File: src/qct_regs.svh
// register offsets, field positions, reset values and divider counts of the quad timer block
`ifndef QCT_REGS_SVH
`define QCT_REGS_SVH
`define QCT_AW 5
`define QCT_DW 8
`define QCT_A_CTRL 5'h00
`define QCT_A_MODE 5'h01
`define QCT_A_CLK 5'h02
`define QCT_A_T0L 5'h03
`define QCT_A_T0H 5'h04
`define QCT_A_T1L 5'h05
`define QCT_A_T1H 5'h06
`define QCT_A_T2CFG 5'h07
`define QCT_A_T2WIN 5'h08
`define QCT_A_T3CFG 5'h0c
`define QCT_A_T3WIN 5'h0d
`define QCT_A_STATUS 5'h11
`define QCT_A_MASK 5'h12
`define QCT_CTRL_RUN0 0
`define QCT_CTRL_RUN1 1
`define QCT_CTRL_FIRST_TIMER_GATE_BIT 2
`define QCT_CTRL_GATE1 3
`define QCT_CTRL_POL0 4
`define QCT_CTRL_POL1 5
`define QCT_MODE_M0 0
`define QCT_MODE_CT0 2
`define QCT_MODE_M1 4
`define QCT_MODE_CT1 6
`define QCT_CLK_PSC 0
`define QCT_CLK_T0SYS 2
`define QCT_CLK_T1SYS 3
`define QCT_TC_RUN 0
`define QCT_TC_SPLIT 1
`define QCT_TC_CAPT 2
`define QCT_TC_SRC 3
`define QCT_TC_CAPSRC 5
`define QCT_TC_LOSYS 6
`define QCT_TC_HISYS 7
`define QCT_ST_T0 0
`define QCT_ST_T0H 1
`define QCT_ST_T1 2
`define QCT_ST_T2L 3
`define QCT_ST_W 7
`define QCT_IN_EV0 0
`define QCT_IN_EV1 1
`define QCT_IN_GT0 2
`define QCT_IN_GT1 3
`define QCT_IN_RTC 4
`define QCT_IN_EXT 5
`define QCT_IN_CMP0 6
`define QCT_NIN 8
`define QCT_RST_BYTE 8'h00
`define QCT_DIV12_LAST 4'hb
`define QCT_DIV4_LAST 2'h3
`define QCT_DIV48_LAST 2'h3
`define QCT_OSC8_LAST 3'h7
`endif

File: src/qct_dummy_unused.sv
// no logic here: the timer block lives in its top, synchroniser and reload-timer files

File: src/qct_pkg.sv
// types shared by the quad timer block
package qct_pkg;
  `include "qct_regs.svh"
  typedef enum logic [1:0] {qct_m13, qct_m16, qct_m8ar, qct_msplit} qct_mode_e;
  typedef enum logic [1:0] {qct_c_sys, qct_c_div12, qct_c_osc8, qct_c_cmp} qct_src_e;
  typedef struct packed {
    logic s1;
    logic s2;
    logic s3;
  } qct_sync_s;
  typedef struct packed {
    logic [15:0] cnt;
    logic [15:0] rl;
    logic ovf_lo;
    logic ovf_hi;
  } qct_t23_s;
  typedef struct packed {
    logic [5:0] ctrl;
    logic [7:0] mode;
    logic [3:0] clkcfg;
    logic [7:0] t0l;
    logic [7:0] t0h;
    logic [7:0] t1l;
    logic [7:0] t1h;
    logic [1:0][7:0] tcfg;
    logic [`QCT_ST_W-1:0] status;
    logic [`QCT_ST_W-1:0] mask;
    logic [3:0] div12;
    logic [1:0] div4;
    logic [1:0] div48;
    logic [1:0][2:0] osc8;
    logic [7:0] rdata;
    logic irq;
  } qct_top_s;
endpackage

File: src/qct_sync.sv
// two-flop synchroniser with edge detection on the settled level
`timescale 1ns/1ps
module qct_sync (
  input wire logic clock_i,
  input wire logic rst_n_i,
  input wire logic in_i,
  output logic level_o,
  output logic rise_o,
  output logic fall_o
);
  import qct_pkg::*;
  qct_sync_s st_q;
  qct_sync_s st_d;

  always_comb begin
    st_d = st_q;
    st_d.s1 = in_i;
    st_d.s2 = st_q.s1;
    st_d.s3 = st_q.s2;
  end

  always_ff @(posedge clock_i or negedge rst_n_i) begin
    if (!rst_n_i) begin
      st_q <= '0;
    end else begin
      st_q <= st_d;
    end
  end

  // edges seen only on the settled stages
  assign level_o = st_q.s2;
  assign rise_o = st_q.s2 & ~st_q.s3;
  assign fall_o = ~st_q.s2 & st_q.s3;
endmodule

File: src/qct_t23.sv
// one auto-reload timer with split and capture modes
`timescale 1ns/1ps
module qct_t23 (
  input wire logic clock_i,
  input wire logic rst_n_i,
  input wire logic run_i,
  input wire logic split_i,
  input wire logic capture_i,
  input wire logic en_lo_i,
  input wire logic en_hi_i,
  input wire logic cap_i,
  input wire logic wr_i,
  input wire logic [1:0] wsel_i,
  input wire logic [7:0] wdata_i,
  output logic [15:0] cnt_o,
  output logic [15:0] rl_o,
  output logic ovf_lo_o,
  output logic ovf_hi_o
);
  import qct_pkg::*;
  qct_t23_s st_q;
  qct_t23_s st_d;

  always_comb begin
    st_d = st_q;
    st_d.ovf_lo = 1'b0;
    st_d.ovf_hi = 1'b0;
    if (capture_i) begin
      if (run_i && en_lo_i) begin
        st_d.cnt = st_q.cnt + 16'h1;
      end
      if (run_i && cap_i) begin
        st_d.rl = st_q.cnt;
        st_d.ovf_hi = 1'b1;
      end
    end else if (split_i) begin
      if (run_i && en_lo_i) begin
        st_d.ovf_lo = (st_q.cnt[7:0] == 8'hff);
        st_d.cnt[7:0] = st_d.ovf_lo ? st_q.rl[7:0] : st_q.cnt[7:0] + 8'h1;
      end
      if (run_i && en_hi_i) begin
        st_d.ovf_hi = (st_q.cnt[15:8] == 8'hff);
        st_d.cnt[15:8] = st_d.ovf_hi ? st_q.rl[15:8] : st_q.cnt[15:8] + 8'h1;
      end
    end else if (run_i && en_lo_i) begin
      st_d.ovf_lo = (st_q.cnt[7:0] == 8'hff);
      st_d.ovf_hi = (st_q.cnt == 16'hffff);
      st_d.cnt = st_d.ovf_hi ? st_q.rl : st_q.cnt + 16'h1;
    end
    if (wr_i) begin
      case (wsel_i)
        2'h0: st_d.rl[7:0] = wdata_i;
        2'h1: st_d.rl[15:8] = wdata_i;
        2'h2: st_d.cnt[7:0] = wdata_i;
        default: st_d.cnt[15:8] = wdata_i;
      endcase
    end
  end

  always_ff @(posedge clock_i or negedge rst_n_i) begin
    if (!rst_n_i) begin
      st_q <= '0;
    end else begin
      st_q <= st_d;
    end
  end

  assign cnt_o = st_q.cnt;
  assign rl_o = st_q.rl;
  assign ovf_lo_o = st_q.ovf_lo;
  assign ovf_hi_o = st_q.ovf_hi;
endmodule

File: src/qct_top.sv
// quad counter/timer block with register port and interrupt
`timescale 1ns/1ps
`include "qct_regs.svh"

module qct_top (
  input wire logic clock_i,
  input wire logic rst_n_i,
  input wire logic [4:0] addr_i,
  input wire logic [7:0] wdata_i,
  input wire logic wr_i,
  input wire logic rd_i,
  input wire logic first_event_input_pin_i,
  input wire logic second_event_input_pin_i,
  input wire logic first_gate_input_i,
  input wire logic second_gate_input_i,
  input wire logic rtc_osc_i,
  input wire logic ext_osc_i,
  input wire logic first_comparator_output_i,
  input wire logic second_comparator_output_i,
  output logic [7:0] rdata_o,
  output logic irq_o
);
  import qct_pkg::*;

  qct_top_s st_q;
  qct_top_s st_d;

  logic [`QCT_NIN-1:0] pins;
  logic [`QCT_NIN-1:0] sy_lvl;
  logic [`QCT_NIN-1:0] sy_rise;
  logic [`QCT_NIN-1:0] sy_fall;

  logic tick12;
  logic tick4;
  logic tick48;
  logic [1:0] osc8_tick;
  logic psc_tick;
  logic tclk0;
  logic tclk1;
  logic en0;
  logic en1;
  logic en0h;
  logic ovf0;
  logic ovf0h;
  logic ovf1;
  logic [16:0] nx0;
  logic [16:0] nx1;
  qct_mode_e mode0;
  qct_mode_e mode1;
  logic [`QCT_ST_W-1:0] events;
  logic st_hit;

  logic [1:0] u_wr;
  logic [1:0][1:0] u_sel;
  logic [1:0] u_en_lo;
  logic [1:0] u_en_hi;
  logic [1:0] u_cap;
  logic [1:0] u_src_tick;
  logic [1:0][15:0] u_cnt;
  logic [1:0][15:0] u_rl;
  logic [1:0] u_ovf_lo;
  logic [1:0] u_ovf_hi;

  // gate enable table of the classic timers
  function automatic logic run_ok(input logic run, input logic gate, input logic gin, input logic pol);
    run_ok = run && (!gate || (gin == pol));
  endfunction

  // one count step of a classic timer, overflow in the top bit
  function automatic logic [16:0] t01_step(input logic [15:0] v, input qct_mode_e m);
    logic [12:0] n13;
    logic [16:0] r;
    n13 = {v[15:8], v[4:0]} + 13'h1;
    r = {1'b0, v};
    case (m)
      qct_m13: begin
        r = {(n13 == 13'h0), n13[12:5], v[7:5], n13[4:0]};
      end
      qct_m16: begin
        r = {(v == 16'hffff), v + 16'h1};
      end
      qct_m8ar: begin
        if (v[7:0] == 8'hff) begin
          r = {1'b1, v[15:8], v[15:8]};
        end else begin
          r = {1'b0, v[15:8], v[7:0] + 8'h1};
        end
      end
      default: begin
        r = {(v[7:0] == 8'hff), v[15:8], v[7:0] + 8'h1};
      end
    endcase
    return r;
  endfunction

  // hit and byte select of a four-byte timer window
  function automatic logic [2:0] win_dec(input logic [4:0] a, input logic [4:0] base);
    logic [4:0] off;
    off = a - base;
    win_dec = {(a >= base) && (off < 5'h4), off[1:0]};
  endfunction

  assign pins[`QCT_IN_EV0] = first_event_input_pin_i;
  assign pins[`QCT_IN_EV1] = second_event_input_pin_i;
  assign pins[`QCT_IN_GT0] = first_gate_input_i;
  assign pins[`QCT_IN_GT1] = second_gate_input_i;
  assign pins[`QCT_IN_RTC] = rtc_osc_i;
  assign pins[`QCT_IN_EXT] = ext_osc_i;
  assign pins[`QCT_IN_CMP0] = first_comparator_output_i;
  assign pins[`QCT_IN_CMP0+1] = second_comparator_output_i;

  genvar gi;
  generate
    for (gi = 0; gi < `QCT_NIN; gi = gi + 1) begin : g_sync
      qct_sync u_sync (
        .clock_i(clock_i),
        .rst_n_i(rst_n_i),
        .in_i(pins[gi]),
        .level_o(sy_lvl[gi]),
        .rise_o(sy_rise[gi]),
        .fall_o(sy_fall[gi])
      );
    end

    for (gi = 0; gi < 2; gi = gi + 1) begin : g_unit
      logic [2:0] dec;
      logic [7:0] cfg;
      assign cfg = st_q.tcfg[gi];
      assign dec = win_dec(addr_i, (gi == 0) ? `QCT_A_T2WIN : `QCT_A_T3WIN);
      assign u_wr[gi] = wr_i && dec[2];
      assign u_sel[gi] = dec[1:0];
      // osc over eight for timer 2 is rtc, for timer 3 external
      always_comb begin
        case (qct_src_e'(cfg[`QCT_TC_SRC +: 2]))
          qct_c_sys: u_src_tick[gi] = 1'b1;
          qct_c_div12: u_src_tick[gi] = tick12;
          qct_c_osc8: u_src_tick[gi] = osc8_tick[gi];
          default: u_src_tick[gi] = sy_rise[`QCT_IN_CMP0 + gi];
        endcase
      end
      assign u_en_lo[gi] = cfg[`QCT_TC_LOSYS] | u_src_tick[gi];
      assign u_en_hi[gi] = cfg[`QCT_TC_HISYS] | u_src_tick[gi];
      assign u_cap[gi] = cfg[`QCT_TC_CAPSRC] ? sy_rise[`QCT_IN_CMP0 + gi] : sy_rise[`QCT_IN_RTC + gi];
      qct_t23 u_t23 (
        .clock_i(clock_i),
        .rst_n_i(rst_n_i),
        .run_i(cfg[`QCT_TC_RUN]),
        .split_i(cfg[`QCT_TC_SPLIT]),
        .capture_i(cfg[`QCT_TC_CAPT]),
        .en_lo_i(u_en_lo[gi]),
        .en_hi_i(u_en_hi[gi]),
        .cap_i(u_cap[gi]),
        .wr_i(u_wr[gi]),
        .wsel_i(u_sel[gi]),
        .wdata_i(wdata_i),
        .cnt_o(u_cnt[gi]),
        .rl_o(u_rl[gi]),
        .ovf_lo_o(u_ovf_lo[gi]),
        .ovf_hi_o(u_ovf_hi[gi])
      );
    end
  endgenerate

  always_comb begin
    st_d = st_q;
    // shared dividers as one-cycle enables
    tick12 = (st_q.div12 == `QCT_DIV12_LAST);
    tick4 = (st_q.div4 == `QCT_DIV4_LAST);
    tick48 = tick12 && (st_q.div48 == `QCT_DIV48_LAST);
    osc8_tick[0] = sy_rise[`QCT_IN_RTC] && (st_q.osc8[0] == `QCT_OSC8_LAST);
    osc8_tick[1] = sy_rise[`QCT_IN_EXT] && (st_q.osc8[1] == `QCT_OSC8_LAST);
    st_d.div12 = tick12 ? 4'h0 : st_q.div12 + 4'h1;
    st_d.div4 = st_q.div4 + 2'h1;
    if (tick12) begin
      st_d.div48 = st_q.div48 + 2'h1;
    end
    if (sy_rise[`QCT_IN_RTC]) begin
      st_d.osc8[0] = st_q.osc8[0] + 3'h1;
    end
    if (sy_rise[`QCT_IN_EXT]) begin
      st_d.osc8[1] = st_q.osc8[1] + 3'h1;
    end

    case (st_q.clkcfg[`QCT_CLK_PSC +: 2])
      2'h0: psc_tick = tick12;
      2'h1: psc_tick = tick4;
      2'h2: psc_tick = tick48;
      default: psc_tick = osc8_tick[1];
    endcase

    mode0 = qct_mode_e'(st_q.mode[`QCT_MODE_M0 +: 2]);
    mode1 = qct_mode_e'(st_q.mode[`QCT_MODE_M1 +: 2]);
    tclk0 = st_q.clkcfg[`QCT_CLK_T0SYS] | psc_tick;
    tclk1 = st_q.clkcfg[`QCT_CLK_T1SYS] | psc_tick;

    // timer 0
    en0 = run_ok(st_q.ctrl[`QCT_CTRL_RUN0], st_q.ctrl[`QCT_CTRL_FIRST_TIMER_GATE_BIT],
                 sy_lvl[`QCT_IN_GT0], st_q.ctrl[`QCT_CTRL_POL0]) &&
          (st_q.mode[`QCT_MODE_CT0] ? sy_fall[`QCT_IN_EV0] : tclk0);
    nx0 = t01_step({st_q.t0h, st_q.t0l}, mode0);
    ovf0 = en0 && nx0[16];
    if (en0) begin
      st_d.t0h = nx0[15:8];
      st_d.t0l = nx0[7:0];
    end
    // split mode: high byte is a timer run by the second run bit
    en0h = (mode0 == qct_msplit) && st_q.ctrl[`QCT_CTRL_RUN1] && tclk0;
    ovf0h = en0h && (st_q.t0h == 8'hff);
    if (en0h) begin
      st_d.t0h = st_q.t0h + 8'h1;
    end

    // timer 1, held while in split mode
    en1 = (mode1 != qct_msplit) &&
          run_ok(st_q.ctrl[`QCT_CTRL_RUN1], st_q.ctrl[`QCT_CTRL_GATE1],
                 sy_lvl[`QCT_IN_GT1], st_q.ctrl[`QCT_CTRL_POL1]) &&
          (st_q.mode[`QCT_MODE_CT1] ? sy_fall[`QCT_IN_EV1] : tclk1);
    nx1 = t01_step({st_q.t1h, st_q.t1l}, mode1);
    ovf1 = en1 && nx1[16];
    if (en1) begin
      st_d.t1h = nx1[15:8];
      st_d.t1l = nx1[7:0];
    end

    // register writes take priority over counting
    if (wr_i) begin
      if (addr_i == `QCT_A_CTRL) begin
        st_d.ctrl = wdata_i[5:0];
      end else if (addr_i == `QCT_A_MODE) begin
        st_d.mode = wdata_i;
      end else if (addr_i == `QCT_A_CLK) begin
        st_d.clkcfg = wdata_i[3:0];
      end else if (addr_i == `QCT_A_T0L) begin
        st_d.t0l = wdata_i;
      end else if (addr_i == `QCT_A_T0H) begin
        st_d.t0h = wdata_i;
      end else if (addr_i == `QCT_A_T1L) begin
        st_d.t1l = wdata_i;
      end else if (addr_i == `QCT_A_T1H) begin
        st_d.t1h = wdata_i;
      end else if (addr_i == `QCT_A_T2CFG) begin
        st_d.tcfg[0] = wdata_i;
      end else if (addr_i == `QCT_A_T3CFG) begin
        st_d.tcfg[1] = wdata_i;
      end else if (addr_i == `QCT_A_MASK) begin
        st_d.mask = wdata_i[`QCT_ST_W-1:0];
      end
    end

    // read data, one cycle after the strobe
    st_d.rdata = 8'h00;
    if (rd_i) begin
      if (addr_i == `QCT_A_CTRL) begin
        st_d.rdata = {2'h0, st_q.ctrl};
      end else if (addr_i == `QCT_A_MODE) begin
        st_d.rdata = st_q.mode;
      end else if (addr_i == `QCT_A_CLK) begin
        st_d.rdata = {4'h0, st_q.clkcfg};
      end else if (addr_i == `QCT_A_T0L) begin
        st_d.rdata = st_q.t0l;
      end else if (addr_i == `QCT_A_T0H) begin
        st_d.rdata = st_q.t0h;
      end else if (addr_i == `QCT_A_T1L) begin
        st_d.rdata = st_q.t1l;
      end else if (addr_i == `QCT_A_T1H) begin
        st_d.rdata = st_q.t1h;
      end else if (addr_i == `QCT_A_T2CFG) begin
        st_d.rdata = st_q.tcfg[0];
      end else if (win_dec(addr_i, `QCT_A_T2WIN) >= 3'h4) begin
        st_d.rdata = pick(u_sel[0], u_rl[0], u_cnt[0]);
      end else if (addr_i == `QCT_A_T3CFG) begin
        st_d.rdata = st_q.tcfg[1];
      end else if (win_dec(addr_i, `QCT_A_T3WIN) >= 3'h4) begin
        st_d.rdata = pick(u_sel[1], u_rl[1], u_cnt[1]);
      end else if (addr_i == `QCT_A_STATUS) begin
        st_d.rdata = {1'b0, st_q.status};
      end else if (addr_i == `QCT_A_MASK) begin
        st_d.rdata = {1'b0, st_q.mask};
      end
    end

    // sticky status, cleared by read, a new event wins
    events = '0;
    events[`QCT_ST_T0] = ovf0;
    events[`QCT_ST_T0H] = ovf0h;
    events[`QCT_ST_T1] = ovf1;
    events[`QCT_ST_T2L] = u_ovf_lo[0];
    events[`QCT_ST_T2L+1] = u_ovf_hi[0];
    events[`QCT_ST_T2L+2] = u_ovf_lo[1];
    events[`QCT_ST_T2L+3] = u_ovf_hi[1];
    st_hit = rd_i && (addr_i == `QCT_A_STATUS);
    st_d.status = (st_hit ? '0 : st_q.status) | events;
    st_d.irq = |(st_d.status & st_d.mask);
  end

  // byte of a reload/count window
  function automatic logic [7:0] pick(input logic [1:0] sel, input logic [15:0] rl, input logic [15:0] cnt);
    case (sel)
      2'h0: pick = rl[7:0];
      2'h1: pick = rl[15:8];
      2'h2: pick = cnt[7:0];
      default: pick = cnt[15:8];
    endcase
  endfunction

  always_ff @(posedge clock_i or negedge rst_n_i) begin
    if (!rst_n_i) begin
      st_q <= '0;
    end else begin
      st_q <= st_d;
    end
  end

  assign rdata_o = st_q.rdata;
  assign irq_o = st_q.irq;
endmodule

File: config.mk
export PLATFORM = sky130hd
export DESIGN_NAME = qct_top
export DESIGN_NICKNAME = d
export VERILOG_FILES = /design/src/qct_dummy_unused.sv /design/src/qct_pkg.sv /design/src/qct_sync.sv /design/src/qct_t23.sv /design/src/qct_top.sv
export VERILOG_INCLUDE_DIRS = /design/src /design/src/src
export SDC_FILE = /design/constraint.sdc
export NUM_CORES = 1
export LEC_CHECK = 0
export BUFFER_PORTS_ARGS = -buffer_cell sky130_fd_sc_hd__buf_2
export CAP_MARGIN = 20
export CORE_AREA = 2 2 137 205
export CTS_BUF_LIST = sky130_fd_sc_hd__clkbuf_16
export DETAILED_ROUTE_END_ITERATION = 6
export DIE_AREA = 0 0 139 207
export PLACE_DENSITY = 0.7
export RECOVER_POWER = 100
export SYNTH_ARGS = -nofsm -noshare
export SYNTH_HDL_FRONTEND = slang
export SYNTH_SLANG_ARGS = --single-unit
File: constraint.sdc
create_clock -name clock_i -period 6.05 [get_ports clock_i]
set_clock_uncertainty 0.1 [all_clocks]
set_input_delay 1.815 -clock clock_i [delete_from_list [all_inputs] [get_ports clock_i]]
set_output_delay 1.815 -clock clock_i [all_outputs]
set_load 0.01 [all_outputs]
==> impl_results.md <==
* EDFF count, synth at 0
* DR DRC count at 0
* RD Place Congestion at 1.00
* Sw Share at 44.3%
* Vias at 12500
* Largest net degree at the start of global routing at 118
* Worst ir drop on vdd at 0.000253 V
* Postcts setup bufs at 0
* Main flop type after synthesis: dfrtp_1
* H-tree levels at 4
* First-pass GRT wire length at 67600 um
* Cell Rows at 74
* ANT nets after route at 0
* Pre-CTS WS at 1550 ps
* #FFs+latches synth at 193
* Setup violations, final at 0
* Nets at 1527
* Clock Latency Late Sink at 470 ps
* RSZ-0062 raised after global routing: no
* Die width at 139 um
* Post-Route Setup TNS at 0 ps
* Failing checks: max-capacitance violations, max-slew violations
* Synth Net Count at 1593
* Clock share of power at 21.6%
* Internal power at 2.95 mW
* # hold bufs at CTS at 0
* Combinational group share of total power at 32.5%
* Final HPWL from detailed placement at 30300 um
* Buffers on Ports at 33
* Worst Path Class, Setup: primary input to flip-flop
* Placed cell area at 13400 um2
* Vias in the first global route at 11900
* Initial antenna violation count at 0
* Max-slew violations at 143
* Post-layout util at 51.7%
* Clk sinks at 193
* Crit path capture type: flip-flop
* WP data required at 6310 ps
* Area of the mapped netlist at 13300 um2
* Mean Syn Cell Area at 8.62 um2
* Initial core utilization at 49.3%
* Hold Path Cell Cnt at 0
* Die area at 28800 um2
* Startpoint Class: primary input
* Status: finished, violations left
* Router iterations before antenna repair at 7
* Sequential fraction of the synthesis area at 36.2%
* GRT Total Usage at 29.6%
* Psw at 2.35 mW
* Design Area, Final at 14000 um2
* Min Tclk post-route at 4780 ps
* Die Ht at 207 um
* Overflow after GRT at 0
* Vias per inst at 6.84
* WP data arrival at 5030 ps
* Worst min-delay path class: flip-flop to flip-flop
* Fin cells at 1835
* Least-Margin Pin Slew at 3000 ps
* Mapped Cells at 1545
* Drt total wl at 43400 um
* Area delta synth->final at 4.87%
* CTS Buf Count at 17
* I/O pin total at 34
* Fmax at 209 MHz
* Crit share post-route at 79.0%
* PwrDens at 379 nW/um2
* Reg clk slew, reported paths at 80 ps
* Max Cap Viol at 2
* Yosys warning count at 0
* Leakage power at 5.48 nW
* Sequential Power Share at 45.9%
* Placed cells at 1801
* Final worst slack at 1270 ps
* CTS tree: yes
* CP max FO at 15
* Asr flop ratio synth at 100%
* Layout cell share with drive strength beyond 1 at 8.51%
* CTS-repair resized insts at 0
* Headroom to the max-slew limit at -100%
* Core area at 27000 um2
* Initial DRC count at 1228
* Final count of hold timing violations at 0
* Netlist cell types at 97
* WL/cell at 23.6 um
* R2r worst-path depth at 8
* Clock Path Buffers at 2
* CTS root buffer: clkbuf_16
## synthesized netlist by cell type (all sizes together) (26+ instances only)
cell,instances,share of area (%)
dfrtp,193,36
inv,42,1.2
a21oi,81,3.0
o21ai,124,4.7
mux2i,64,4.8
nand2,165,4.7
a31oi,27,1.3
buf,47,1.9
nor3,43,1.7
a211oi,26,1.5
nand3,40,1.6
nor2,121,3.4
clkbuf,82,2.3
mux2,45,3.8
## area by class of cell
type	instances	area (um2)
Multi-Input combinational cell	1180	7720
Timing Repair Buffer	44	253
Clock inverter	15	159
Clock buffer	17	425
Sequential cell	193	4830
Antenna cell	1	2.50
Tap cell	342	428
Fill cell	2506	13100
Inverter	43	161
## worst max-delay path: stages
cell	delay [ps]
clkbuf_1	250
ha_1	580
nor4b_1	1340
nand3_1	610
mux2_2	440
## registers in the layout, indices dropped and copies added (netlist names), 6 cells and up
signal / cells
g_unit.u_t23.cnt_o: 32
rdata_o: 8
g_sync.u_sync.st_d: 8
st_q: 74
g_unit.u_t23.rl_o: 32
g_sync.u_sync.level_o: 8
g_unit.cfg: 16
g_sync.u_sync.st_q: 6
## metrics by stage
step           power (mW)  hold WS (ps)
2_1_floorplan        3.50           231
3_3_place_gp         4.07           233
3_5_place_dp         4.12           237
4_1_cts              5.26           249
5_1_grt              5.60           261
6_report             5.30           247
## cell families after synthesis
logic type	synth area share [%]
AOI/OAI and AO/OA	25.0
DFF	36.2
buffers and inverters	5.47
and+or+nand+nor	20.7
muxes	8.61
adders and majority gates	2.16
xor gates and xnor gates	1.84
## worst paths after layout
path                                             end                startpoint  slack, ps
max                                         mode1[1]                 addr_i[0]       1270
min                         g_sync[5].u_sync.level_o  g_sync[5].u_sync.st_d[1]        250
max reg2reg                g_unit[1].u_t23.cnt_o[14]                  st_q[12]       2090
min reg2reg                 g_sync[5].u_sync.level_o  g_sync[5].u_sync.st_d[1]        250
max in group asynchronous   g_unit[1].u_t23.cnt_o[6]                   rst_n_i       1890
min in group asynchronous                   st_q[78]                   rst_n_i       2170
## cells in the final DEF, fill, tap and decap left out, types with 23 or more instances in the layout
cell,count
nor2_1,121
mux2_2,40
a31oi_1,27
nand2_1,164
nor3_1,43
inv_1,42
and3_1,23
a211oi_1,25
dfrtp_1,193
a21oi_1,81
ha_1,23
o211ai_1,23
nand3_1,39
xnor2_1,24
o21ai_0,122
mux2i_1,64
## power by group through the flow
stage	sequential, mW	combinational [mW]	clock (mW)
after global routing	2.48	1.90	1.21
after detailed placement	2.42	1.70	0
after floorplan	1.99	1.51	0
after global placement	2.42	1.65	0
after CTS	2.40	1.70	1.16
final	2.43	1.72	1.15
## metal layers
metal  global-route usage [%]  wire length, um  up-vias
met1                     35.2            16500     6093
li1                         -                -     5659
met4                     17.7             2610        0
met2                     49.8            21400      615
met5                        0                0        -
met3                     5.46             2940      180
Power figures use the tool's default switching activity.
